`config.mk`:
```
export PLATFORM = sky130hd
export DESIGN_NAME = ldcb_top
export DESIGN_NICKNAME = d
export VERILOG_FILES = /design/src/pkg/ldcb_pkg.sv /design/src/ldcb_bank.sv /design/src/ldcb_top.sv
export SDC_FILE = /design/constraint.sdc
export NUM_CORES = 1
export LEC_CHECK = 0
export ABC_AREA = 1
export ABC_CLOCK_PERIOD_IN_PS = 5000
export BUFFER_PORTS_ARGS = -buffer_cell sky130_fd_sc_hd__buf_2
export CAP_MARGIN = 20
export CORE_UTILIZATION = 53
export CTS_CLUSTER_DIAMETER = 150
export CTS_CLUSTER_SIZE = 14
export DETAILED_ROUTE_END_ITERATION = 7
export GPL_TIMING_DRIVEN = 0
export PLACE_DENSITY = 0.74
export SYNTH_ARGS = -nofsm -noshare
export SYNTH_HDL_FRONTEND = slang
export SYNTH_SLANG_ARGS = --single-unit
```
`constraint.sdc`:
```
create_clock -name mclk -period 5 [get_ports mclk]
set_clock_uncertainty 0.05 [all_clocks]
set_input_delay 0.5 -clock mclk [delete_from_list [all_inputs] [get_ports mclk]]
set_output_delay 0.5 -clock mclk [all_outputs]
set_load 0.1 [all_outputs]
```
`src/pkg/ldcb_pkg.sv`:
```
package ldcb_pkg;
	// ==========================================
	// Register indices
	localparam logic [7:0] IDX_DEV_SEL      = 8'h07;
	localparam logic [7:0] IDX_ACTIVATE     = 8'h30;
	localparam logic [7:0] IDX_BASE0_HI     = 8'h60;
	localparam logic [7:0] IDX_BASE0_LO     = 8'h61;
	localparam logic [7:0] IDX_BASE1_HI     = 8'h62;
	localparam logic [7:0] IDX_BASE1_LO     = 8'h63;
	localparam logic [7:0] IDX_IRQ_PRI      = 8'h70;
	localparam logic [7:0] IDX_IRQ_SEC      = 8'h72;
	localparam logic [7:0] IDX_DMA_SEL      = 8'h74;
	localparam logic [7:0] IDX_BANK_LO      = 8'h30;
	// ==========================================
	// Function numbers
	localparam logic [3:0] FN_FLOPPY        = 4'h0;
	localparam logic [3:0] FN_PARALLEL      = 4'h3;
	localparam logic [3:0] FN_SERIAL1       = 4'h4;
	localparam logic [3:0] FN_SERIAL2       = 4'h5;
	localparam logic [3:0] FN_KEYBOARD      = 4'h7;
	localparam logic [3:0] FN_SMBUS         = 4'h9;
	localparam logic [3:0] FN_XBUS          = 4'h8;
	localparam logic [3:0] FN_RUNTIME       = 4'ha;
	localparam int         NUM_BANKS        = 8;
	// ==========================================
	// Reset values and fields
	localparam logic [7:0] RST_ZERO         = 8'h00;
	localparam logic [7:0] RST_IRQ_FLOPPY   = 8'h06;
	localparam logic [7:0] RST_DMA_FLOPPY   = 8'h02;
	localparam logic [7:0] RST_DMA_PARALLEL = 8'h04;
	localparam int         ACT_BIT          = 0;
	// Legal relocatable base window
	localparam logic [15:0] BASE_MIN        = 16'h0100;
	localparam logic [15:0] BASE_MAX8       = 16'h0ff8;
	localparam logic [15:0] BASE_MAX4       = 16'h0ffc;
	localparam logic [15:0] XBUS_MIN        = 16'h0000;
endpackage

```
`src/ldcb_bank.sv`:
```
`timescale 1ns/1ps
// One function's register set; unused registers are pruned by parameters
module ldcb_bank #(
	parameter logic [3:0] FN_NUM  = 4'h0,
	parameter bit         HAS_B1  = 1'b0,
	parameter bit         HAS_B0  = 1'b1,
	parameter bit         HAS_IS2 = 1'b0,
	parameter bit         HAS_DMA = 1'b0,
	parameter logic [7:0] IRQ_RST = 8'h00,
	parameter logic [7:0] DMA_RST = 8'h00
) (
	input  wire logic        mclk,
	input  wire logic        rst_n,
	input  wire logic        softRst,
	input  wire logic        wrEn,
	input  wire logic [7:0]  regIdx,
	input  wire logic [7:0]  wrData,
	input  wire logic        pwrSet,
	input  wire logic        pwrVal,
	output logic      [7:0]  rdData,
	output logic             actBit,
	output logic      [15:0] base0,
	output logic      [15:0] base1,
	output logic      [7:0]  irqPri,
	output logic      [7:0]  irqSec,
	output logic      [7:0]  dmaSel
);
	logic        act_ff;
	logic [15:0] base0_ff;
	logic [15:0] base1_ff;
	logic [7:0]  irqPri_ff;
	logic [7:0]  irqSec_ff;
	logic [7:0]  dmaSel_ff;

	// ==========================================
	// Activation, linked with power control
	always_ff @(posedge mclk or negedge rst_n) begin
		if (!rst_n) begin
			act_ff <= 1'b0;
		end else if (softRst) begin
			act_ff <= 1'b0;
		end else if (wrEn && regIdx == ldcb_pkg::IDX_ACTIVATE) begin
			act_ff <= wrData[ldcb_pkg::ACT_BIT];
		end else if (pwrSet) begin
			act_ff <= pwrVal;
		end
	end

	// ==========================================
	// Base address pairs
	always_ff @(posedge mclk or negedge rst_n) begin
		if (!rst_n) begin
			base0_ff <= 16'h0000;
			base1_ff <= 16'h0000;
		end else if (softRst) begin
			base0_ff <= 16'h0000;
			base1_ff <= 16'h0000;
		end else if (wrEn) begin
			if (HAS_B0 && regIdx == ldcb_pkg::IDX_BASE0_HI) base0_ff[15:8] <= wrData;
			if (HAS_B0 && regIdx == ldcb_pkg::IDX_BASE0_LO) base0_ff[7:0] <= wrData;
			if (HAS_B1 && regIdx == ldcb_pkg::IDX_BASE1_HI) base1_ff[15:8] <= wrData;
			if (HAS_B1 && regIdx == ldcb_pkg::IDX_BASE1_LO) base1_ff[7:0] <= wrData;
		end
	end

	// ==========================================
	// Interrupt and DMA selects
	always_ff @(posedge mclk or negedge rst_n) begin
		if (!rst_n) begin
			irqPri_ff <= IRQ_RST;
			irqSec_ff <= ldcb_pkg::RST_ZERO;
			dmaSel_ff <= DMA_RST;
		end else if (softRst) begin
			irqPri_ff <= IRQ_RST;
			irqSec_ff <= ldcb_pkg::RST_ZERO;
			dmaSel_ff <= DMA_RST;
		end else if (wrEn) begin
			if (regIdx == ldcb_pkg::IDX_IRQ_PRI) irqPri_ff <= wrData;
			if (HAS_IS2 && regIdx == ldcb_pkg::IDX_IRQ_SEC) irqSec_ff <= wrData;
			if (HAS_DMA && regIdx == ldcb_pkg::IDX_DMA_SEL) dmaSel_ff <= wrData;
		end
	end

	// Everything not decoded reads zero
	always_comb begin
		rdData = 8'h00;
		case (regIdx)
			ldcb_pkg::IDX_ACTIVATE: rdData = {7'h00, act_ff};
			ldcb_pkg::IDX_BASE0_HI: rdData = HAS_B0 ? base0_ff[15:8] : 8'h00;
			ldcb_pkg::IDX_BASE0_LO: rdData = HAS_B0 ? base0_ff[7:0] : 8'h00;
			ldcb_pkg::IDX_BASE1_HI: rdData = HAS_B1 ? base1_ff[15:8] : 8'h00;
			ldcb_pkg::IDX_BASE1_LO: rdData = HAS_B1 ? base1_ff[7:0] : 8'h00;
			ldcb_pkg::IDX_IRQ_PRI:  rdData = irqPri_ff;
			ldcb_pkg::IDX_IRQ_SEC:  rdData = HAS_IS2 ? irqSec_ff : 8'h00;
			ldcb_pkg::IDX_DMA_SEL:  rdData = HAS_DMA ? dmaSel_ff : 8'h00;
			default:                rdData = 8'h00;
		endcase
	end

	assign actBit = act_ff;
	assign base0  = HAS_B0 ? base0_ff : 16'h0000;
	assign base1  = HAS_B1 ? base1_ff : 16'h0000;
	assign irqPri = irqPri_ff;
	assign irqSec = HAS_IS2 ? irqSec_ff : 8'h00;
	assign dmaSel = HAS_DMA ? dmaSel_ff : 8'h00;
endmodule

```
`src/ldcb_top.sv`:
```
`timescale 1ns/1ps
module ldcb_top (
	input  wire logic        mclk,
	input  wire logic        rst_n,
	input  wire logic        softRst,
	input  wire logic        cfgState,
	input  wire logic        idxWr,
	input  wire logic        dataWr,
	input  wire logic        dataRd,
	input  wire logic [7:0]  hostData,
	input  wire logic [7:0]  pwrCtrl,
	input  wire logic        pwrCtrlWr,
	output logic      [7:0]  rdData,
	output logic             rdValid,
	output logic      [7:0]  devSel,
	output logic      [7:0]  regIndex,
	output logic      [7:0]  fnActive,
	output logic      [7:0]  fnPowerLink,
	output logic      [7:0]  fnDecodeOk,
	output logic      [15:0] floppyBase,
	output logic      [15:0] parallelBase,
	output logic      [15:0] serial1Base,
	output logic      [15:0] serial2Base,
	output logic      [7:0]  keyboardIrq2,
	output logic      [7:0]  floppyDma,
	output logic      [7:0]  parallelDma,
	output logic             irqActiveHigh,
	output logic             irqEdgeMode
);
	// ==========================================
	// Bank table: slot to function number
	localparam logic [3:0] SLOT_FN [8] = '{ldcb_pkg::FN_FLOPPY, ldcb_pkg::FN_PARALLEL,
		ldcb_pkg::FN_SERIAL1, ldcb_pkg::FN_SERIAL2, ldcb_pkg::FN_KEYBOARD,
		ldcb_pkg::FN_XBUS, ldcb_pkg::FN_SMBUS, ldcb_pkg::FN_RUNTIME};

	logic [7:0] idx_ff;
	logic [7:0] devSel_ff;
	logic [7:0] rdData_ff;
	logic       rdValid_ff;
	logic [7:0] bankWr;
	logic [7:0] bankRd [8];
	logic [7:0] bankAct;
	logic [15:0] bankBase0 [8];
	logic [15:0] bankBase1 [8];
	logic [7:0] bankIrq2 [8];
	logic [7:0] bankDma [8];
	logic [2:0] selSlot;
	logic       selHit;
	logic       bankIdx;
	logic       cfgWr;
	logic [7:0] nxt_rdData;

	// Port cycles only count inside configuration state
	assign cfgWr   = cfgState && dataWr;
	assign bankIdx = idx_ff >= ldcb_pkg::IDX_BANK_LO;

	// ==========================================
	// Index port
	always_ff @(posedge mclk or negedge rst_n) begin
		if (!rst_n) begin
			idx_ff <= 8'h00;
		end else if (cfgState && idxWr) begin
			idx_ff <= hostData;
		end
	end

	// ==========================================
	// Function number register
	always_ff @(posedge mclk or negedge rst_n) begin
		if (!rst_n) begin
			devSel_ff <= 8'h00;
		end else if (softRst) begin
			devSel_ff <= 8'h00;
		end else if (cfgWr && idx_ff == ldcb_pkg::IDX_DEV_SEL) begin
			devSel_ff <= hostData;
		end
	end

	// Map function number to slot; unknown numbers hit nothing
	always_comb begin
		selSlot = 3'd0;
		selHit  = 1'b0;
		for (int i = 0; i < ldcb_pkg::NUM_BANKS; i++) begin
			if (devSel_ff == {4'h0, SLOT_FN[i]}) begin
				selSlot = 3'(i);
				selHit  = 1'b1;
			end
		end
	end

	always_comb begin
		bankWr = 8'h00;
		if (cfgWr && bankIdx && selHit) bankWr[selSlot] = 1'b1;
	end

	// ==========================================
	// Banks
	ldcb_bank #(.FN_NUM(ldcb_pkg::FN_FLOPPY), .HAS_DMA(1'b1),
		.IRQ_RST(ldcb_pkg::RST_IRQ_FLOPPY), .DMA_RST(ldcb_pkg::RST_DMA_FLOPPY)) u_floppy (
		.mclk(mclk), .rst_n(rst_n), .softRst(softRst), .wrEn(bankWr[0]), .regIdx(idx_ff),
		.wrData(hostData), .pwrSet(pwrCtrlWr), .pwrVal(pwrCtrl[0]), .rdData(bankRd[0]),
		.actBit(bankAct[0]), .base0(bankBase0[0]), .base1(bankBase1[0]),
		.irqPri(), .irqSec(bankIrq2[0]), .dmaSel(bankDma[0]));
	ldcb_bank #(.FN_NUM(ldcb_pkg::FN_PARALLEL), .HAS_DMA(1'b1),
		.DMA_RST(ldcb_pkg::RST_DMA_PARALLEL)) u_parallel (
		.mclk(mclk), .rst_n(rst_n), .softRst(softRst), .wrEn(bankWr[1]), .regIdx(idx_ff),
		.wrData(hostData), .pwrSet(pwrCtrlWr), .pwrVal(pwrCtrl[3]), .rdData(bankRd[1]),
		.actBit(bankAct[1]), .base0(bankBase0[1]), .base1(bankBase1[1]),
		.irqPri(), .irqSec(bankIrq2[1]), .dmaSel(bankDma[1]));
	ldcb_bank #(.FN_NUM(ldcb_pkg::FN_SERIAL1)) u_serial1 (
		.mclk(mclk), .rst_n(rst_n), .softRst(softRst), .wrEn(bankWr[2]), .regIdx(idx_ff),
		.wrData(hostData), .pwrSet(pwrCtrlWr), .pwrVal(pwrCtrl[4]), .rdData(bankRd[2]),
		.actBit(bankAct[2]), .base0(bankBase0[2]), .base1(bankBase1[2]),
		.irqPri(), .irqSec(bankIrq2[2]), .dmaSel(bankDma[2]));
	ldcb_bank #(.FN_NUM(ldcb_pkg::FN_SERIAL2)) u_serial2 (
		.mclk(mclk), .rst_n(rst_n), .softRst(softRst), .wrEn(bankWr[3]), .regIdx(idx_ff),
		.wrData(hostData), .pwrSet(pwrCtrlWr), .pwrVal(pwrCtrl[5]), .rdData(bankRd[3]),
		.actBit(bankAct[3]), .base0(bankBase0[3]), .base1(bankBase1[3]),
		.irqPri(), .irqSec(bankIrq2[3]), .dmaSel(bankDma[3]));
	// Keyboard sits at fixed addresses, so no base pair
	ldcb_bank #(.FN_NUM(ldcb_pkg::FN_KEYBOARD), .HAS_B0(1'b0), .HAS_IS2(1'b1)) u_keyboard (
		.mclk(mclk), .rst_n(rst_n), .softRst(softRst), .wrEn(bankWr[4]), .regIdx(idx_ff),
		.wrData(hostData), .pwrSet(1'b0), .pwrVal(1'b0), .rdData(bankRd[4]),
		.actBit(bankAct[4]), .base0(bankBase0[4]), .base1(bankBase1[4]),
		.irqPri(), .irqSec(bankIrq2[4]), .dmaSel(bankDma[4]));
	ldcb_bank #(.FN_NUM(ldcb_pkg::FN_XBUS)) u_xbus (
		.mclk(mclk), .rst_n(rst_n), .softRst(softRst), .wrEn(bankWr[5]), .regIdx(idx_ff),
		.wrData(hostData), .pwrSet(1'b0), .pwrVal(1'b0), .rdData(bankRd[5]),
		.actBit(bankAct[5]), .base0(bankBase0[5]), .base1(bankBase1[5]),
		.irqPri(), .irqSec(bankIrq2[5]), .dmaSel(bankDma[5]));
	ldcb_bank #(.FN_NUM(ldcb_pkg::FN_SMBUS)) u_smbus (
		.mclk(mclk), .rst_n(rst_n), .softRst(softRst), .wrEn(bankWr[6]), .regIdx(idx_ff),
		.wrData(hostData), .pwrSet(1'b0), .pwrVal(1'b0), .rdData(bankRd[6]),
		.actBit(bankAct[6]), .base0(bankBase0[6]), .base1(bankBase1[6]),
		.irqPri(), .irqSec(bankIrq2[6]), .dmaSel(bankDma[6]));
	ldcb_bank #(.FN_NUM(ldcb_pkg::FN_RUNTIME)) u_runtime (
		.mclk(mclk), .rst_n(rst_n), .softRst(softRst), .wrEn(bankWr[7]), .regIdx(idx_ff),
		.wrData(hostData), .pwrSet(1'b0), .pwrVal(1'b0), .rdData(bankRd[7]),
		.actBit(bankAct[7]), .base0(bankBase0[7]), .base1(bankBase1[7]),
		.irqPri(), .irqSec(bankIrq2[7]), .dmaSel(bankDma[7]));

	// ==========================================
	// Read path
	always_comb begin
		nxt_rdData = 8'h00;
		if (idx_ff == ldcb_pkg::IDX_DEV_SEL) begin
			nxt_rdData = devSel_ff;
		end else if (bankIdx && selHit) begin
			nxt_rdData = bankRd[selSlot];
		end
	end

	// Read data is registered; no answer outside configuration state
	always_ff @(posedge mclk or negedge rst_n) begin
		if (!rst_n) begin
			rdData_ff  <= 8'h00;
			rdValid_ff <= 1'b0;
		end else begin
			rdValid_ff <= cfgState && dataRd;
			if (cfgState && dataRd) rdData_ff <= nxt_rdData;
		end
	end

	// ==========================================
	// Enables and address range checks
	logic [7:0] okRange;
	always_comb begin
		okRange = 8'h00;
		okRange[0] = bankBase0[0] >= ldcb_pkg::BASE_MIN && bankBase0[0] <= ldcb_pkg::BASE_MAX8
			&& bankBase0[0][2:0] == 3'b000;
		okRange[1] = bankBase0[1] >= ldcb_pkg::BASE_MIN && bankBase0[1] <= ldcb_pkg::BASE_MAX4
			&& bankBase0[1][1:0] == 2'b00;
		okRange[2] = bankBase0[2] >= ldcb_pkg::BASE_MIN && bankBase0[2] <= ldcb_pkg::BASE_MAX8
			&& bankBase0[2][2:0] == 3'b000;
		okRange[3] = bankBase0[3] >= ldcb_pkg::BASE_MIN && bankBase0[3] <= ldcb_pkg::BASE_MAX8
			&& bankBase0[3][2:0] == 3'b000;
		okRange[4] = 1'b1;
		// Other functions' windows are not checked; they always pass
		okRange[5] = 1'b1;
		okRange[6] = 1'b1;
		okRange[7] = 1'b1;
	end

	// Power bits only exist for floppy, parallel and serial; they mirror activation
	assign fnPowerLink = {4'h0, bankAct[3:0]};
	assign fnActive    = bankAct | {4'h0, pwrCtrl[5:4], pwrCtrl[3], pwrCtrl[0]};
	assign fnDecodeOk  = fnActive & okRange;

	assign rdData        = rdData_ff;
	assign rdValid       = rdValid_ff;
	assign devSel        = devSel_ff;
	assign regIndex      = idx_ff;
	assign floppyBase    = bankBase0[0];
	assign parallelBase  = bankBase0[1];
	assign serial1Base   = bankBase0[2];
	assign serial2Base   = bankBase0[3];
	assign keyboardIrq2  = bankIrq2[4];
	assign floppyDma     = bankDma[0];
	assign parallelDma   = bankDma[1];
	// Interrupt polarity/mode are fixed at edge high
	assign irqActiveHigh = 1'b1;
	assign irqEdgeMode   = 1'b1;
endmodule

```
==> Word-level counts from Yosys, hierarchy flattened <==
Index checks and enable logic that the tools add are counted.
{ "totals": {"reg_bits": 233, "input_bits": 24, "output_inout_bits": 139, "word_cells": 236} }
{ "classes": {"n_lt_le_gt_ge": 12, "eq_ne": 14, "n_mux": 94, "n_bitwise": 3, "reduce_logical": 76} }
{ "op_table": {"columns": ["cell", "n"], "rows": [
  ["$mux W8", 34],
  ["$mux W16", 14],
  ["$pmux W8 S4", 5],
  ["$pmux W8 S5", 2],
  ["$ge A16 B9 Y1 const B", 4],
  ["$le A16 B12 Y1 const B", 4],
  ["$reduce_and A2 Y1", 25],
  ["$eq A8 B7 Y1 const B", 5],
  ["$reduce_bool A2 Y1", 18],
  ["$eq A8 B3 Y1 const B", 4],
  ["$mux W1", 30],
  ["$bmux W8 S3", 1],
  ["$eq A8 B4 Y1 const B", 3],
  ["$logic_and A1 B1 Y1", 24],
  ["$pmux W8 S3", 1],
  ["$mux W3", 6],
  ["$reduce_bool A3 Y1", 4],
  ["$logic_not A3 Y1", 3],
  ["$and A8 B8 Y8", 1],
  ["$eq A8 B2 Y1 const B", 1],
  ["$eq A8 B6 Y1 const B", 1],
  ["$ge A8 B6 Y1 const B", 1],
  ["$logic_not A8 Y1", 1],
  ["$or A8 B4 Y8", 1],
  ["other kinds (6)", 6]
]} }

==> Depth between registers and ports, before layout <==
Gate-level depths: netlist (run 1).
{ "logic_depth": {"word_depth": 16, "ltp_mapped": 15} }

==> Modules after synthesis <==
A second synthesis (run 1) with hierarchy kept.
{ "unflattened": {"hier_cells": 2065, "hier_area_um2": 15761.4} }
{ "by_module_without_submodules": {"columns": ["mod", "instances", "cells_each", "area_per_inst_um2", "seq_area_each_um2"], "rows": [
  ["ldcb_bank (u_runtime ...)", 5, 214, 1629.1, 625.6],
  ["ldcb_top", 1, 358, 2237.1, 625.6],
  ["ldcb_bank (u_parallel)", 1, 251, 2063.2, 827.0],
  ["ldcb_bank (u_floppy)", 1, 228, 2044.5, 829.5],
  ["ldcb_bank (u_keyboard)", 1, 158, 1271.2, 425.4]
]} }

==> Worst setup path after synthesis (run 1) <==
No wires, ideal clock.
{ "synth_path": {"path_type": "input to output", "startpoint": "in pwrCtrl[0]", "endpoint": "out fnDecodeOk[0]", "t_arrival_ns": 3.180, "t_required_ns": 4.450, "path_slack_ns": 1.270, "cell_stages": 3, "path_buffers": 0, "cell_sequence": "or2_2 > nand4_1 > nor3_1"} }
{ "synth_via": {"elab_chain_cells": 2} }
{ "synth_lines": {"columns": ["element", "line", "source"], "rows": [
  ["from (decl)", "ldcb_top.sv:11", "input wire logic [7:0] pwrCtrl,"],
  ["$or A8 B4 Y8", "ldcb_top.sv:186", "assign fnActive = bankAct | {4'h0, pwrCtrl[5:4], pwrCtrl[3], pwrCtrl[0]};"],
  ["$and A8 B8 Y8", "ldcb_top.sv:187", "assign fnDecodeOk = fnActive & okRange;"],
  ["to (decl)", "ldcb_top.sv:19", "output logic [7:0] fnDecodeOk,"]
]} }
Every way passes these cells.

==> Worst setup path in the final report (run 1) <==
{ "layout_path": {"startpoint": "reg idx_ff[2], in the netlist regIndex[2]", "endpoint": "reg rdData_ff[7], in the netlist rdData[7]"} }
{ "layout_via": {"elab_chain_cells": 7, "word_cells_on_any_way": 22, "classes_between": "order compare: 1; eq/ne: 7; mux: 13; reduce/logical: 1"} }
{ "layout_lines": {"columns": ["element", "line", "source"], "rows": [
  ["from (decl)", "ldcb_top.sv:36", "logic [7:0] idx_ff;"],
  ["from (signal assigned)", "ldcb_top.sv:63", "idx_ff <= hostData;"],
  ["$eq A8 B7 Y1 or $eq A8 B6 Y1 (tied branches)", "ldcb_bank.sv:87", "case (regIdx)"],
  ["$pmux W8 S5 (tied with other cells)", "ldcb_bank.sv:87", null],
  ["$bmux W8 S3", "ldcb_top.sv:149", "nxt_rdData = bankRd[selSlot];"],
  ["$mux W8 (not written as such) (2 in a row)", "ldcb_top.sv:149", null],
  ["$mux W8", "ldcb_top.sv:148", "end else if (bankIdx && selHit) begin"],
  ["$mux W8 (*)", "ldcb_top.sv:146", "if (idx_ff == ldcb_pkg::IDX_DEV_SEL) begin"],
  ["to (signal assigned)", "ldcb_top.sv:160", "if (cfgState && dataRd) rdData_ff <= nxt_rdData;"],
  ["to (decl)", "ldcb_top.sv:38", "logic [7:0] rdData_ff;"]
]} }
Every way passes the cells marked *; elsewhere a longest branch is shown, timed or not. The select of a mux whose other input is x is not followed.
A chain may end at the register's enable or synchronous reset.

==> flow_metrics.py, run 1 <==
metrics = {
    "cts": {
        "cts_resized": 0,
        "root_buffer": "clkbuf_16",
        "clkSinkCount": 233,
        "worstSkewPairLatency_ps": 510,
        "cts_made_buffers": 20,
        "cts_setup_buffers": 0,
        "cts_tree": "built",
        "ctsLongestPathBuffers": 3,
        "clk_pin_slew_worst_paths_ps": 70,
        "htreeDepth": 1,
        "cts-hold-fix-buffers": 0,
    },
    "worst_setup_path": {
        "path_cells": "nor2_1, nand2_2, inv_2, nand2_2, inv_2, buf_2, nand2_1, nand3_1, nand2_1, nand3_1, nand3_1, nor2_1, nor2_1, nor2_1",
        "arrival_ps": 3590,
        "path_buf_inv": 3,
        "cp_slowest_cell": "dfrtp_1",
        "path_delay_family": "simple AND/OR/NAND/NOR gates",
        "path_depth": 14,
        "startpoint_type": "register",
        "worstSetupPathType": "reg -> reg",
        "worst_path_most_repeated_cell": "nor2_1",
        "worstSetupEndpointType": "register",
        "slowest_delay_ps": 440,
        "critPathMaxFanout": 10,
        "required_ps": 5400,
        "r2r_cells": 14,
    },
    "detailed_routing": {
        "drc": 15,
        "drt_iter0_drc": 1194,
        "ant_nets": 0,
        "wl_per_cell_um": 21.7,
        "viasPerCell": 5.75,
        "vias": 11500,
        "routed_wl_mm": 43.3,
        "drt_first_pass_iters": 8,
    },
    "sta": {
        "finalCritPeriodShare": 0.638,
        "setup_viol": 0,
        "worst_hold_slack_ps": -33.7,
        "hold_violations": 11,
        "worst_slew_pin_slew_ps": 1070,
        "rsz0062_at_grt": "false",
        "period_needed_ps": 3190,
        "drv_slew": 0,
        "max_freq_ghz": 0.313,
        "max_slew_margin": 0.287,
    },
    "synth": {
        "synth.area.top_cells": "dfrtp_1 48%, nand2_1 16%, nand3_1 5.9%",
        "syn_avg_cell_area_um2": 7.90,
        "synth_cell_types": 34,
        "yosysSeqAreaShare": 0.484,
        "ys_ff_latch": 233,
        "yosysTopAreaCell": "dfrtp_1",
        "synthesis.area_um2": 12100,
        "synth_warnings": 0,
        "synthCells": 1526,
        "synthDominantCellAreaShare": 0.475,
    },
    "global_routing": {
        "grt_antenna_before_repair": 0,
        "grt_max_degree": 121,
        "grt_usage": 0.376,
        "grt-ovfl-total": 0,
        "grt_pass1_wl_mm": 65.6,
        "first_global_vias": 10800,
    },
    "run": {
        "cap_violations": 0,
    },
    "worst_hold_path": {
        "hp-class": "in -> async",
    },
    "die": {
        "die_w_um": 153,
        "die_y_um": 153,
        "num_rows": 54,
        "die-area_um2": 23400,
        "start_util": 0.546,
        "core_um2": 22100,
        "io_pins": 163,
    },
    "power_and_ir_drop": {
        "p_leak_nw": 6.95,
        "ir_worst_vdd_mv": 0.333,
        "p_per_area_nw_per_um2": 390,
        "p_total_mw": 5.38,
    },
    "outcome": {
        "violations": "design-rule violations, negative hold slack",
        "status": "finished, violations left",
    },
    "layout": {
        "mostFrequentLayoutCells": "508 x nand2_1, 229 x dfrtp_1, 188 x buf_2, 141 x nand3_1, 126 x o21ai_1",
        "final_common_cell": "nand2_1",
        "drive_gt1_frac": 0.239,
        "multi_input_area_um2": 4960,
        "seqCellArea_um2": 5840,
        "fin_nets": 1729,
        "fillers": 2045,
        "antenna_cells": 0,
        "area_growth_pct": 14.5,
    },
    "place": {
        "gp_congestion": 1.00,
        "port-buffer-count": 152,
        "hpwl_mm": 31.6,
    },
}
## routing by layer
layer  global-route usage  wire length [µm]  part of all wire  vias up
met1                0.513             17800              0.41     5487
met2                0.589             19500              0.45      665
li1                     -                 -                 -     5231
met5                    0                 0                 0        -
met3               0.0734              4170             0.096      108
met4                0.159              1880             0.043        0
## report_power, final
group | leakage (nW) | internal [mW] | switching (mW)
clock | 0.275 | 0.785 | 0.711
combinational | 3.64 | 0.322 | 1.31
sequential | 3.03 | 2.08 | 0.172
total | 6.95 | 3.18 | 2.19
## flip-flops by register name (all words and copies together) (netlist names), 16 cells and up
register and count:
u_floppy.base0 16, u_parallel.base0 16, u_xbus.base0 16, u_runtime.base0 16
u_serial1.base0 16, u_serial2.base0 16, u_smbus.base0 16
## metrics by stage
stage | TNS [ps] | instances | util | setup WS [ps] | instance area, µm²
detailed placement | 0 | 1963 | 0.598 | 2110 | 13200
global placement | -155250 | 1962 | 0.597 | -702 | 13200
finish | 0 | 1999 | 0.625 | 1810 | 13800
CTS | 0 | 1999 | 0.625 | 2040 | 13800
global route | 0 | 1999 | 0.625 | 1790 | 13800
floorplan | 0 | 1530 | - | 1270 | 12100
## cells in the mapped netlist
| cell type | instances |
|---|---|
| nand2_1 | 508 |
| dfrtp_1 | 229 |
| nand3_1 | 141 |
| o21ai_1 | 126 |
| o21ai_0 | 96 |
| buf_4 | 89 |
| nor2_1 | 67 |
| inv_1 | 60 |
| buf_2 | 37 |
| o21ai_2 | 31 |
| nand2_2 | 29 |
| clkbuf_1 | 24 |
| nor2_2 | 12 |
| a21oi_1 | 11 |
| nand4_1 | 8 |
| nor4_1 | 8 |
| buf_6 | 7 |
| nand2_4 | 7 |
| nor3_1 | 5 |
| dfstp_2 | 4 |
| inv_2 | 4 |
| nor2_4 | 4 |
| or2_2 | 4 |
| conb_1 | 2 |
| nand3_2 | 2 |
| o21ai_4 | 2 |
| or3_1 | 2 |
| a31oi_1 | 1 |
| buf_1 | 1 |
| clkinv_1 | 1 |
| clkinv_2 | 1 |
| nand3b_2 | 1 |
| nand4_2 | 1 |
| nor3_2 | 1 |
## final timing paths
path,from,end,slack [ps]
max reg2reg,regIndex[2],rdData[7],1810
min reg2reg,u_floppy.irqPri[1],u_floppy.irqPri[1],430
max,regIndex[2],rdData[7],1810
max in group asynchronous,rst_n,u_runtime.irqPri[7],3830
min,rst_n,devSel[6],-30
min in group mclk,hostData[3],regIndex[3],230
## area by class of cell
cell class              instances  share of cell area
clock buffers                  35              0.0419
clock inverters                 1            0.000544
flip-flops and latches        233               0.423
plain buffers                 158              0.0743
multi-input cells            1073               0.359
well taps                     280              0.0254
repair buffers                153              0.0578
inverters                      66              0.0180
## kinds of logic (layout without fill, tap and decap cells)
logic type / count (synthesis) / after routing / share of synthesized area
flip-flops: 233 / 233 / 0.484
buffers and inverters: 224 / 413 / 0.106
AND/OR/NAND/NOR: 800 / 800 / 0.287
other: 2 / 6 / 0.000623
AO/OA/AOI/OAI: 267 / 267 / 0.122
Note: power is estimated with default switching activity, not from simulation.
==> run 2, diff against run 1 <==
--- a/config.mk
+++ b/config.mk
@@ -6,7 +6,7 @@
 export NUM_CORES = 1
 export LEC_CHECK = 0
 export ABC_AREA = 1
-export ABC_CLOCK_PERIOD_IN_PS = 5000
+export ABC_CLOCK_PERIOD_IN_PS = 3200
 export BUFFER_PORTS_ARGS = -buffer_cell sky130_fd_sc_hd__buf_2
 export CAP_MARGIN = 20
 export CORE_UTILIZATION = 53
==> constraint.sdc (replaced) <==
create_clock -name mclk -period 3.2 [get_ports mclk]
set_clock_uncertainty 0.05 [all_clocks]
set_input_delay 0.32 -clock mclk [delete_from_list [all_inputs] [get_ports mclk]]
set_output_delay 0.32 -clock mclk [all_outputs]
set_load 0.1 [all_outputs]
==> flow_metrics.py, run 2 (same netlist as run 1, synthesis figures left out) <==
metrics = {
    "worst_setup_path": {
        "path_cells": "inv_1, nand2_1, nor2_4, nand2_2, inv_2, buf_2, nand2_1, nand3_1, nand2_1, nand3_1, nand3_1, nor2_1, nor2_1, nor2_1",
        "slowest_delay_ps": 440,
        "cp_slowest_cell": "dfrtp_1",
        "required_ps": 3610,
        "arrival_ps": 3390,
        "worstSetupEndpointType": "register",
        "worstSetupPathType": "reg -> reg",
        "startpoint_type": "register",
        "critPathMaxFanout": 10,
    },
    "worst_hold_path": {
        "hp-class": "in -> reg",
    },
    "cts": {
        "worstSkewPairLatency_ps": 520,
        "htreeDepth": 1,
        "cts_tree": "built",
        "clk_pin_slew_worst_paths_ps": 70,
        "cts_made_buffers": 20,
        "clkSinkCount": 233,
        "ctsLongestPathBuffers": 3,
        "root_buffer": "clkbuf_16",
    },
    "detailed_routing": {
        "drt_iter0_drc": 1141,
        "vias": 11500,
        "viasPerCell": 5.75,
        "drt_first_pass_iters": 8,
        "ant_nets": 0,
        "wl_per_cell_um": 21.8,
        "drc": 16,
        "routed_wl_mm": 43.6,
    },
    "die": {
        "core_um2": 22100,
        "die_y_um": 153,
        "num_rows": 54,
        "start_util": 0.546,
        "die_w_um": 153,
        "die-area_um2": 23400,
        "io_pins": 163,
    },
    "layout": {
        "antenna_cells": 0,
        "mostFrequentLayoutCells": "508 x nand2_1, 229 x dfrtp_1, 188 x buf_2, 141 x nand3_1, 126 x o21ai_1",
        "seqCellArea_um2": 5840,
        "drive_gt1_frac": 0.241,
        "layoutNonFillerInstCount": 1999,
        "fillers": 1992,
        "final_common_cell": "nand2_1",
        "design_area_um2": 13800,
        "fin_nets": 1730,
        "area_growth_pct": 14.7,
        "multi_input_area_um2": 4980,
    },
    "place": {
        "place_area_um2": 13200,
        "place_inst": 1963,
        "dp_worst_setup_slack_ps": 353,
        "port-buffer-count": 152,
        "hpwl_mm": 31.8,
        "gp_congestion": 0.984,
    },
    "sta": {
        "setup_viol": 0,
        "hold_violations": 0,
        "finalCritPeriodShare": 0.931,
        "max_slew_margin": 0.290,
        "drv_slew": 0,
        "worst_hold_slack_ps": 31.0,
        "max_freq_ghz": 0.336,
        "worst_slew_pin_slew_ps": 1060,
        "fin_setup_tns_ps": 0,
        "rsz0062_at_grt": "false",
        "period_needed_ps": 2980,
        "layout_setup_ws_ps": 220,
    },
    "outcome": {
        "status": "finished, violations left",
        "violations": "design-rule violations",
    },
    "power_and_ir_drop": {
        "p_leak_nw": 6.95,
        "ir_worst_vdd_mv": 0.535,
        "p_per_area_nw_per_um2": 607,
    },
    "global_routing": {
        "grt-ovfl-total": 0,
        "first_global_vias": 10700,
        "grt_pass1_wl_mm": 65.3,
        "grt_antenna_before_repair": 0,
        "grt_usage": 0.376,
        "grt_max_degree": 123,
    },
    "run": {
        "cap_violations": 0,
    },
}
run 2: metrics by stage:
step,utilization,power [mW]
after floorplan,-,5.53
after global placement,0.598,6.07
after detailed placement,0.599,6.10
after CTS,0.626,8.38
after global routing,0.626,8.66
final,0.626,8.39
run 2: layer usage:
layer | up-vias | global-route usage | wire length, µm
li1 | 5234 | - | -
met1 | 5501 | 0.514 | 17700
met2 | 645 | 0.586 | 19500
met3 | 114 | 0.0607 | 4250
met4 | 0 | 0.180 | 2090
met5 | - | 0 | 0
run 2: worst paths after layout:
| check | startpoint | endpoint | slack [ps] | depth (start not counted) |
|---|---|---|---|---|
| worst max-delay path | regIndex[1] | rdData[7] | 220 | 14 |
| worst min-delay path | hostData[5] | regIndex[5] | 30 | 3 |
| worst max register to register | regIndex[1] | rdData[7] | 220 | 14 |
| worst min register to register | u_floppy.irqPri[1] | u_floppy.irqPri[1] | 430 | 2 |
| max in group asynchronous | rst_n | u_smbus.irqPri[2] | 1630 | 3 |
| min in group asynchronous | rst_n | regIndex[7] | 360 | 2 |
run 2: timing repair:
item / CTS / global route
setup buffers: 0 / 0
gates resized for setup: 0 / 0
hold endpoints to repair: 110 / 0
hold buffers: 1 / 0
run 2: report_power, final:
part | switching [mW] | total (mW) | internal [mW]
Sequential | 0.277 | 3.52 | 3.24
Combinational | 2.05 | 2.55 | 0.506
Clock | 1.14 | 2.32 | 1.18
run 2: layout make-up:
cell class,count,area share
clock buffer,33,0.0397
timing repair buffer,154,0.0585
multi-input combinational,1073,0.360
clock inverter,2,0.00172
tap,280,0.0253
inverter,66,0.0180
sequential,233,0.422
buffer,158,0.0742
run 2: critical path, delay by kind of cell (launching register included):
kind                   cells  cell delay [ps]
buffers and inverters      3              730
flip-flops                 1              440
AND/OR/NAND/NOR           11             1700
